**src/rtl/oesc_pkg.sv**
```systemverilog
// constants shared by the exposure sequencer and sync pin control
// Behaviour
// - every emitter exposure gets an ambient cancel phase before conversion.
// - one, two or three emitters fire sequentially or together.
// - optional dark ambient exposure is taken in every sample.
// - single emitter without ambient pushes one result per sample.
// - single or simultaneous with ambient pushes optical then ambient result.
// - simultaneous mode lights all enabled emitters in one window, one result.
// - sequential mode pushes one result per emitter in order, then ambient.
// - three sequential emitters then one ambient exposure each sample.
// - four-bit mode field in sync_control at 0x10 sets both pin roles.
// - mode 0000 with A/B/C used: pin a low on external exposures, else high.
// - mode 0000 without A/B/C: pin a floats; pin b always disabled.
// - mode 0000 times samples and exposures from the internal oscillator.
// - mode 0001 takes a 32 kHz clock on pin b; pin a as in 0000.
// - modes 0010 and 0011 start one sample per trigger on pin a.
// - mode 0010 pin b is mux control, floating when A/B/C unused.
// - mode 0010 times exposures internally, sample start from trigger.
// - mode 0011 times exposures from the pin b clock.
// - fifo entry is a five-bit tag above a 19-bit value.
package oesc_pkg;
    localparam logic [7:0] SYNC_CTRL_ADDR = 8'h10;
    localparam logic [7:0] SEQ_CFG_ADDR = 8'h11;
    localparam logic [7:0] SLOT_CFG_ADDR = 8'h12;
    localparam logic [7:0] STATUS_ADDR = 8'h13;
    localparam logic [7:0] SYNC_CTRL_RST = 8'h00;
    localparam logic [7:0] SEQ_CFG_RST = 8'h00;
    localparam logic [7:0] SLOT_CFG_RST = 8'h00;
    localparam int SEQ_SIMUL_BIT = 0;
    localparam int SEQ_EMIT_LSB = 1;
    localparam int SEQ_AMB_BIT = 4;
    localparam int SEQ_RUN_BIT = 5;
    localparam int STATUS_OVR_BIT = 6;
    localparam logic [3:0] MODE_STANDALONE = 4'h0;
    localparam logic [3:0] MODE_EXT_CLK = 4'h1;
    localparam logic [3:0] MODE_TRIG = 4'h2;
    localparam logic [3:0] MODE_TRIG_EXT_CLK = 4'h3;
    localparam int VALUE_W = 19;
    localparam int TAG_W = 5;
    localparam int FIFO_W = 24;
    localparam logic [4:0] TAG_SIMUL = 5'h07;
    localparam logic [4:0] TAG_AMBIENT = 5'h0C;
    localparam logic [2:0] SLOT_EXT_FIRST = 3'h3;
    localparam logic [2:0] SLOT_AMB = 3'h6;
    localparam int CLK_HZ = 100000000;
    localparam int OSC_HZ = 32768;
    localparam int OSC_DIV = CLK_HZ / OSC_HZ;
    localparam int SAMPLE_TICKS = 32;
    localparam int COMP_TICKS = 1;
    localparam int EXPOSE_TICKS = 1;
    typedef enum logic [3:0] {
        ST_IDLE = 4'b0001,
        ST_COMP = 4'b0010,
        ST_EXPOSE = 4'b0100,
        ST_CONV = 4'b1000
    } oesc_state_t;
endpackage

```
**src/rtl/oesc_pin_sync.sv**
```systemverilog
// two-flop synchroniser with rising edge pulse for a sync pin
`timescale 1ns/1ps
module oesc_pin_sync (
    input wire logic clk_i,
    input wire logic reset_i,
    input wire logic pin_i,
    output logic rise_o
);
    logic meta;
    logic stable;
    logic prev;
    always_ff @(posedge clk_i)
    begin
        if (reset_i)
        begin
            // idle level of a pulled-up pin, so leaving reset shows no false edge
            meta <= 1'b1;
            stable <= 1'b1;
            prev <= 1'b1;
            rise_o <= 1'b0;
        end
        else
        begin
            meta <= pin_i;
            stable <= meta;
            prev <= stable;
            rise_o <= stable & ~prev;
        end
    end
endmodule

```
**src/rtl/oesc_tick_div.sv**
```systemverilog
// divider giving a one-cycle tick at the internal oscillator rate
`timescale 1ns/1ps
module oesc_tick_div #(
    parameter int DIV = oesc_pkg::OSC_DIV
) (
    input wire logic clk_i,
    input wire logic reset_i,
    output logic tick_o
);
    logic [15:0] count;
    logic [15:0] next_count;
    logic next_tick;
    always_comb
    begin
        next_tick = (count == 16'(DIV - 1));
        next_count = next_tick ? 16'h0000 : count + 16'h0001;
    end
    always_ff @(posedge clk_i)
    begin
        if (reset_i)
        begin
            count <= 16'h0000;
            tick_o <= 1'b0;
        end
        else
        begin
            count <= next_count;
            tick_o <= next_tick;
        end
    end
endmodule

```
**src/rtl/oesc_top.sv**
```systemverilog
// exposure sequencer, result tagging and sync pin control
`timescale 1ns/1ps
module oesc_top #(
    parameter int SAMPLE_TICKS = oesc_pkg::SAMPLE_TICKS,
    parameter int COMP_TICKS = oesc_pkg::COMP_TICKS,
    parameter int EXPOSE_TICKS = oesc_pkg::EXPOSE_TICKS,
    parameter int OSC_DIV = oesc_pkg::OSC_DIV
) (
    input wire logic clk_i,
    input wire logic reset_i,
    input wire logic [7:0] addr_i,
    input wire logic [7:0] wdata_i,
    input wire logic wr_i,
    input wire logic rd_i,
    output logic [7:0] rdata_o,
    input wire logic sync_pin_a_i,
    output logic sync_pin_a_o,
    output logic sync_pin_a_oe_n_o,
    input wire logic sync_pin_b_i,
    output logic sync_pin_b_o,
    output logic sync_pin_b_oe_n_o,
    output logic [2:0] emitter_drive_o,
    output logic amb_cancel_o,
    output logic conv_start_o,
    input wire logic conv_done_i,
    input wire logic [18:0] conv_data_i,
    output logic fifo_push_o,
    output logic [23:0] fifo_data_o
);
    logic [7:0] sync_control, seq_cfg, slot_cfg;
    logic [7:0] next_sync_control, next_seq_cfg, next_slot_cfg, next_rdata;
    logic overrun, next_overrun;
    oesc_pkg::oesc_state_t state, next_state;
    logic [2:0] slot, next_slot, next_emit, emit_en;
    logic [7:0] phase_cnt, next_phase_cnt, period_cnt, next_period_cnt;
    logic next_cancel, next_conv_start, next_push;
    logic [23:0] next_fifo_data;
    logic next_a_o, next_a_oe_n, next_b_o, next_b_oe_n;
    logic int_tick, a_rise, b_rise, tick, start_req;
    logic [3:0] mode, first_hit, after_hit;
    logic ext_clk_mode, trig_mode, abc_en, simul, amb_en, ext_exposing;
    logic [6:0] mask;

    oesc_tick_div #(.DIV(OSC_DIV)) u_div (.clk_i(clk_i), .reset_i(reset_i), .tick_o(int_tick));
    oesc_pin_sync u_sync_a (.clk_i(clk_i), .reset_i(reset_i), .pin_i(sync_pin_a_i),
        .rise_o(a_rise));
    oesc_pin_sync u_sync_b (.clk_i(clk_i), .reset_i(reset_i), .pin_i(sync_pin_b_i),
        .rise_o(b_rise));

    // lowest enabled slot at or above 'from'; bit 3 flags a hit
    function automatic logic [3:0] find_slot(input logic [6:0] m, input logic [2:0] from);
        logic [3:0] res;
        res = 4'h0;
        for (int i = 6; i >= 0; i--)
        begin
            if (m[i] && (3'(i) >= from))
            begin
                res = {1'b1, 3'(i)};
            end
        end
        return res;
    endfunction

    always_comb
    begin
        mode = sync_control[3:0];
        ext_clk_mode = (mode == oesc_pkg::MODE_EXT_CLK) || (mode == oesc_pkg::MODE_TRIG_EXT_CLK);
        trig_mode = (mode == oesc_pkg::MODE_TRIG) || (mode == oesc_pkg::MODE_TRIG_EXT_CLK);
        abc_en = |slot_cfg[2:0];
        simul = seq_cfg[oesc_pkg::SEQ_SIMUL_BIT];
        emit_en = seq_cfg[oesc_pkg::SEQ_EMIT_LSB +: 3];
        amb_en = seq_cfg[oesc_pkg::SEQ_AMB_BIT];
        tick = ext_clk_mode ? b_rise : int_tick;
        // external emitters only exist as separate slots in sequential order
        mask = simul ? {amb_en, 5'h00, |emit_en} : {amb_en, slot_cfg[2:0], emit_en};
        first_hit = find_slot(mask, 3'h0);
        after_hit = (slot == oesc_pkg::SLOT_AMB) ? 4'h0 : find_slot(mask, slot + 3'h1);
        start_req = trig_mode ? a_rise : (tick && period_cnt == 8'(SAMPLE_TICKS - 1));
    end

    // register file and sample period counter
    always_comb
    begin
        next_sync_control = sync_control;
        next_seq_cfg = seq_cfg;
        next_slot_cfg = slot_cfg;
        next_overrun = overrun;
        next_rdata = 8'h00;
        next_period_cnt = period_cnt;
        if (wr_i && addr_i == oesc_pkg::SYNC_CTRL_ADDR)
        begin
            next_sync_control = wdata_i;
        end
        else if (wr_i && addr_i == oesc_pkg::SEQ_CFG_ADDR)
        begin
            next_seq_cfg = wdata_i;
        end
        else if (wr_i && addr_i == oesc_pkg::SLOT_CFG_ADDR)
        begin
            next_slot_cfg = {5'h00, wdata_i[2:0]};
        end
        else if (wr_i && addr_i == oesc_pkg::STATUS_ADDR && wdata_i[oesc_pkg::STATUS_OVR_BIT])
        begin
            next_overrun = 1'b0;
        end
        // a start that finds the sequencer busy is dropped; set beats clear
        if (start_req && state != oesc_pkg::ST_IDLE)
        begin
            next_overrun = 1'b1;
        end
        if (rd_i && addr_i == oesc_pkg::SYNC_CTRL_ADDR)
        begin
            next_rdata = sync_control;
        end
        else if (rd_i && addr_i == oesc_pkg::SEQ_CFG_ADDR)
        begin
            next_rdata = seq_cfg;
        end
        else if (rd_i && addr_i == oesc_pkg::SLOT_CFG_ADDR)
        begin
            next_rdata = slot_cfg;
        end
        else if (rd_i && addr_i == oesc_pkg::STATUS_ADDR)
        begin
            next_rdata = {1'b0, overrun, state != oesc_pkg::ST_IDLE, 2'b00, slot};
        end
        if (trig_mode)
        begin
            next_period_cnt = 8'h00;
        end
        else if (tick)
        begin
            next_period_cnt = (period_cnt == 8'(SAMPLE_TICKS - 1)) ? 8'h00 : period_cnt + 8'h01;
        end
    end

    always_ff @(posedge clk_i)
    begin
        if (reset_i)
        begin
            sync_control <= oesc_pkg::SYNC_CTRL_RST;
            seq_cfg <= oesc_pkg::SEQ_CFG_RST;
            slot_cfg <= oesc_pkg::SLOT_CFG_RST;
            overrun <= 1'b0;
            rdata_o <= 8'h00;
            period_cnt <= 8'h00;
        end
        else
        begin
            sync_control <= next_sync_control;
            seq_cfg <= next_seq_cfg;
            slot_cfg <= next_slot_cfg;
            overrun <= next_overrun;
            rdata_o <= next_rdata;
            period_cnt <= next_period_cnt;
        end
    end

    // sequencer and its registered outputs
    always_comb
    begin
        next_state = state;
        next_slot = slot;
        next_phase_cnt = phase_cnt;
        next_conv_start = 1'b0;
        next_push = 1'b0;
        next_fifo_data = fifo_data_o;
        case (state)
            oesc_pkg::ST_IDLE:
            begin
                if (start_req && seq_cfg[oesc_pkg::SEQ_RUN_BIT] && first_hit[3])
                begin
                    next_slot = first_hit[2:0];
                    next_phase_cnt = 8'h00;
                    next_state = (first_hit[2:0] == oesc_pkg::SLOT_AMB)
                        ? oesc_pkg::ST_EXPOSE : oesc_pkg::ST_COMP;
                end
            end
            oesc_pkg::ST_COMP:
            begin
                if (tick)
                begin
                    next_phase_cnt = phase_cnt + 8'h01;
                    if (phase_cnt == 8'(COMP_TICKS - 1))
                    begin
                        next_phase_cnt = 8'h00;
                        next_state = oesc_pkg::ST_EXPOSE;
                    end
                end
            end
            oesc_pkg::ST_EXPOSE:
            begin
                if (tick)
                begin
                    next_phase_cnt = phase_cnt + 8'h01;
                    if (phase_cnt == 8'(EXPOSE_TICKS - 1))
                    begin
                        next_phase_cnt = 8'h00;
                        next_conv_start = 1'b1;
                        next_state = oesc_pkg::ST_CONV;
                    end
                end
            end
            oesc_pkg::ST_CONV:
            begin
                if (conv_done_i)
                begin
                    next_push = 1'b1;
                    next_fifo_data[18:0] = conv_data_i;
                    next_fifo_data[23:19] = (slot == oesc_pkg::SLOT_AMB) ? oesc_pkg::TAG_AMBIENT
                        : simul ? oesc_pkg::TAG_SIMUL
                        : {2'b00, slot} + 5'h01;
                    if (after_hit[3])
                    begin
                        next_slot = after_hit[2:0];
                        next_state = (after_hit[2:0] == oesc_pkg::SLOT_AMB)
                            ? oesc_pkg::ST_EXPOSE : oesc_pkg::ST_COMP;
                    end
                    else
                    begin
                        next_state = oesc_pkg::ST_IDLE;
                    end
                end
            end
            default:
            begin
                next_state = oesc_pkg::ST_IDLE;
            end
        endcase
        next_emit = 3'h0;
        if (next_state == oesc_pkg::ST_EXPOSE && next_slot != oesc_pkg::SLOT_AMB)
        begin
            // external emitters are fed by driver one through the mux
            next_emit = simul ? emit_en
                : (next_slot < oesc_pkg::SLOT_EXT_FIRST) ? 3'h1 << next_slot : 3'h1;
        end
        next_cancel = (next_state == oesc_pkg::ST_COMP);
        ext_exposing = (next_state == oesc_pkg::ST_EXPOSE) && (next_slot >= oesc_pkg::SLOT_EXT_FIRST)
            && (next_slot != oesc_pkg::SLOT_AMB);
        next_a_o = 1'b0;
        next_a_oe_n = 1'b1;
        next_b_o = 1'b0;
        next_b_oe_n = 1'b1;
        if ((mode == oesc_pkg::MODE_STANDALONE || mode == oesc_pkg::MODE_EXT_CLK) && abc_en)
        begin
            next_a_o = ~ext_exposing;
            next_a_oe_n = 1'b0;
        end
        else if (mode == oesc_pkg::MODE_TRIG && abc_en)
        begin
            next_b_o = ~ext_exposing;
            next_b_oe_n = 1'b0;
        end
    end

    always_ff @(posedge clk_i)
    begin
        if (reset_i)
        begin
            state <= oesc_pkg::ST_IDLE;
            slot <= 3'h0;
            phase_cnt <= 8'h00;
            emitter_drive_o <= 3'h0;
            amb_cancel_o <= 1'b0;
            conv_start_o <= 1'b0;
            fifo_push_o <= 1'b0;
            fifo_data_o <= 24'h000000;
            sync_pin_a_o <= 1'b0;
            sync_pin_a_oe_n_o <= 1'b1;
            sync_pin_b_o <= 1'b0;
            sync_pin_b_oe_n_o <= 1'b1;
        end
        else
        begin
            state <= next_state;
            slot <= next_slot;
            phase_cnt <= next_phase_cnt;
            emitter_drive_o <= next_emit;
            amb_cancel_o <= next_cancel;
            conv_start_o <= next_conv_start;
            fifo_push_o <= next_push;
            fifo_data_o <= next_fifo_data;
            sync_pin_a_o <= next_a_o;
            sync_pin_a_oe_n_o <= next_a_oe_n;
            sync_pin_b_o <= next_b_o;
            sync_pin_b_oe_n_o <= next_b_oe_n;
        end
    end
endmodule

```
**config.mk**
```make
export PLATFORM = sky130hd
export DESIGN_NAME = oesc_top
export DESIGN_NICKNAME = d
export VERILOG_FILES = /design/src/rtl/oesc_pkg.sv /design/src/rtl/oesc_pin_sync.sv /design/src/rtl/oesc_tick_div.sv /design/src/rtl/oesc_top.sv
export SDC_FILE = /design/constraint.sdc
export NUM_CORES = 1
export LEC_CHECK = 0
export ABC_AREA = 1
export ABC_CLOCK_PERIOD_IN_PS = 3900
export BUFFER_PORTS_ARGS = -buffer_cell sky130_fd_sc_hd__buf_2
export CORE_ASPECT_RATIO = 0.75
export CORE_UTILIZATION = 55
export CTS_BUF_LIST = sky130_fd_sc_hd__clkbuf_4 sky130_fd_sc_hd__clkbuf_8
export DETAILED_ROUTE_END_ITERATION = 10
export MAX_ROUTING_LAYER = met4
export PLACE_DENSITY = 0.78
export SETUP_SLACK_MARGIN = 0.5
export SYNTH_ARGS = -nofsm -noshare
export SYNTH_HDL_FRONTEND = slang
export SYNTH_SLANG_ARGS = --single-unit
```
**constraint.sdc**
```tcl
create_clock -name clk_i -period 3.9 [get_ports clk_i]
set_input_delay 0.585 -clock clk_i [delete_from_list [all_inputs] [get_ports clk_i]]
set_output_delay 0.585 -clock clk_i [all_outputs]
set_load 0.01 [all_outputs]
```
==> run_results.csv <==
group,metric,value,unit
run_status,outcome,"completed",
synthesis,synth-edff-count,0,
placed_design,place_congestion,0.938,
timing,worst_pin_slew,0.792,ns
timing,max_slew_margin,47.2,%
synthesis,yosys_warnings,0,
timing,setup_viol,0,
pwr,pwr-share-comb,4.8,%
timing,finalSetupTns,0,ns
floorplanning,die_area,9610,um^2
floorplanning,fp.dieW,113,um
synthesis,synth_area_per_cell,7.23,um^2
synthesis,synth.distinct_cells,40,
layout,regArea,2180,um^2
placed_design,dp_worst_setup_slack,1.52,ns
pwr,pwr-share-clk,35.0,%
clock_tree,cts_num_sinks,109,
floorplanning,core,8710,um^2
worst_setup_path,critPathBufInv,1,
pwr,peakVddDrop,301,uV
clock_tree,cts_setup_buffers,0,
timing,rsz0062_at_grt,"false",
floorplanning,io-pin-count,84,
layout,antennaDiodeCount,0,
pwr,p_switching,453,uW
timing,max_freq,406,MHz
timing,final-hold-violation-count,0,
synthesis,syn_area,5070,um^2
synthesis,synthFlopType,"dfxtp_1",
grt,antenna_found_initial,0,
floorplanning,die_y,85.2,um
pwr,power_switching_share,24.2,%
pwr,intPower,1420,uW
layout,final_cell_mix,"125 x nand2_1, 109 x dfxtp_1, 91 x inv_1, 82 x buf_2, 75 x nor2_1",
grt,overflow,0,
pwr,power.density,326,nW/um^2
worst_setup_path,slowest_delay,0.46,ns
worst_setup_path,required,4.18,ns
timing,finalWorstSetupSlack,1.44,ns
synthesis,synth_top_area_cell,"dfxtp_1",
routing,vias_per_cell,5.30,
clock_tree,cts_tree,"done",
routing,vias,4724,
clock_tree,clk_pin_slew_worst_paths,0.11,ns
hold_path,hold_path_class,"in2reg",
placed_design,io_buffers,82,
pwr,leakagePower,0.00253,uW
timing,worst_clock_skew,0.0175,ns
worst_setup_path,cp-start-kind,"register",
synthesis,syn-instance-count,701,
worst_setup_path,crit_path_frequent_cell,"nand2_1",
clock_tree,cts_htree_levels,3,
synthesis,syn_nets,752,
worst_setup_path,cpLargestDelayFamily,"simple AND/OR/NAND/NOR gates",
run,maxCapViolCount,0,
layout,final_common_cell,"nand2_1",
timing,period_share,63.2,%
timing,report.final.slew_viol_count,0,
floorplanning,row_count,29,
layout,fill_cells,760,
grt,grt_pass1_vias,4221,
grt,grt_usage,25.8,%
layout,fin_util,65.9,%
routing,drc,0,
layout,drive_above_1_share,20.2,%
routing,drt_iter0_markers,469,
layout,nets,829,
grt,grt_max_degree,52,
routing,ant_nets,0,
routing,routed_wl,11.4,mm
routing,drtPass1Iterations,5,
synthesis,synth-seq-cells,109,
worst_setup_path,crit_slowest_cell,"dfxtp_1",
timing,fin_crit,2.46,ns
routing,avgRoutedWirePerCell,12.8,um
grt,grt_pass1_wl,19.1,mm
worst_setup_path,critPathKind,"reg2reg",
clock_tree,cts_buffers,9,
synthesis,seq_area_frac_synth,43.0,%
layout,multiInputGateArea,2430,um^2
worst_setup_path,crit_path_cell_trace,"inv_1, ha_1, a21oi_1, nand2_1, nand2_2, nand2_1, nor2_1, nand2_2, nand3_2, nand2_1, nand2_1, nand2_1, nand3_1, nand3_1, nand2_2, nor2_1",
clock_tree,root_buffer,"clkbuf_8",
pwr,p_seq_share,60.2,%
synthesis,netlist_top_cells_area,"dfxtp_1 43%, nand2_1 9.3%, inv_1 6.7%, a21oi_1 6.7%, nor2_1 5.6%",
floorplanning,start_util,58.2,%
clock_tree,postCtsHoldBufs,0,
worst_setup_path,path_max_fanout,7,
worst_setup_path,endpoint_kind,"register",
clock_tree,cts_resized,0,
worst_setup_path,crit_arrival,2.74,ns
layout,syn2layout_area_growth,13.2,%
synthesis,postSynth.asyncResetShare,0,%
synthesis,netlist.area_leader.share,43.0,%
clock_tree,clockBufferDepth,2,
clock_tree,worst_skew_pair.late_latency,0.39,ns
placed_design,dp_hpwl,8.51,mm
pwr,p_total,1870,uW
## worst reg2reg max path, delay by kind of cell, from the launching register on
kind,cells,cell delay (ns)
AO/OA/AOI/OAI,1,0.21
adder cells (fa/ha/maj),1,0.34
buffers and inverters,1,0.18
flip-flops,1,0.46
AND/OR/NAND/NOR,13,1.17
## per-layer routing
| metal | vias up | GRT usage, % | share of wire [%] |
|---|---|---|---|
| met5 | - | - | 0 |
| met3 | 13 | 5.29 | 6.9 |
| met1 | 2128 | 35.3 | 49 |
| li1 | 2417 | - | - |
| met4 | 0 | 7.42 | 1.1 |
| met2 | 166 | 38.7 | 43 |
## flip-flops by register name, indices dropped and copies added (netlist names), 4 cells and up
register / count
fifo_data_o: 23
u_div.count: 16
period_cnt: 8
phase_cnt: 8
rdata_o: 8
seq_cfg: 8
sync_control: 8
state: 4
## path summary, 6_finish.rpt
path                                 start                       endpoint  slack [ns]  cells past startpoint
setup reg to reg        slot[0]$_SDFF_PP0_  emitter_drive_o[0]$_SDFF_PP0_        1.44                     16
setup / recovery        slot[0]$_SDFF_PP0_  emitter_drive_o[0]$_SDFF_PP0_        1.44                     16
hold / removal                sync_pin_a_i       u_sync_a.meta$_SDFF_PP1_        0.38                      2
hold reg to reg   u_sync_b.prev$_SDFF_PP1_     u_sync_b.rise_o$_SDFF_PP0_        0.40                      1
## power by group through the flow
stage	Sequential (uW)	Clock, uW	Combinational, uW
finish	1130	654	89.6
global route	1130	707	99.9
CTS	1130	668	88.9
detailed placement	1150	0	88.6
global placement	1150	0	85.5
floorplan	1150	0	50.4
## metrics by stage
step                hold WS [ns]  instance area [um^2]  std cells
finish                     0.385                  5740        891
global route               0.370                  5740        891
CTS                        0.371                  5740        891
detailed placement         0.383                  5550        875
global placement           0.380                  5550        875
floorplan                  0.373                  5070        701
## cells in the mapped netlist, types with 2 or more instances
cell / number
a211oi_1: 5
a21oi_1: 68
a21oi_2: 3
a221oi_1: 3
and3_1: 3
clkbuf_1: 15
dfxtp_1: 109
ha_1: 9
inv_1: 91
inv_2: 9
nand2_1: 125
nand2_2: 9
nand2_4: 3
nand3_1: 52
nand3_2: 9
nand4_1: 8
nor2_1: 75
nor2_2: 11
nor2_4: 4
nor3_1: 19
nor3_2: 3
nor3b_1: 9
nor4_1: 5
o21ai_0: 29
o21ai_1: 2
o22ai_1: 3
or2_2: 6
xor2_1: 2
## cell type report
type	instances	share of cell area, %
clock buffers	11	2.53
clock inverters	5	0.763
inverters	101	6.60
multi-input cells	473	42.3
flip-flops and latches	109	38.0
well taps	108	2.35
repair buffers	84	7.41
## logic make-up after synthesis
kind of cell    Yosys count  synth area share [%]
fa+ha+maj                 9                  2.22
simple gates            345                  33.0
other cells               1                0.0739
buf+inv                 119                  9.03
compound gates          116                  12.3
flops                   109                  43.0
xor+xnor                  2                 0.345
Note: power is estimated with default switching activity, not from simulation.
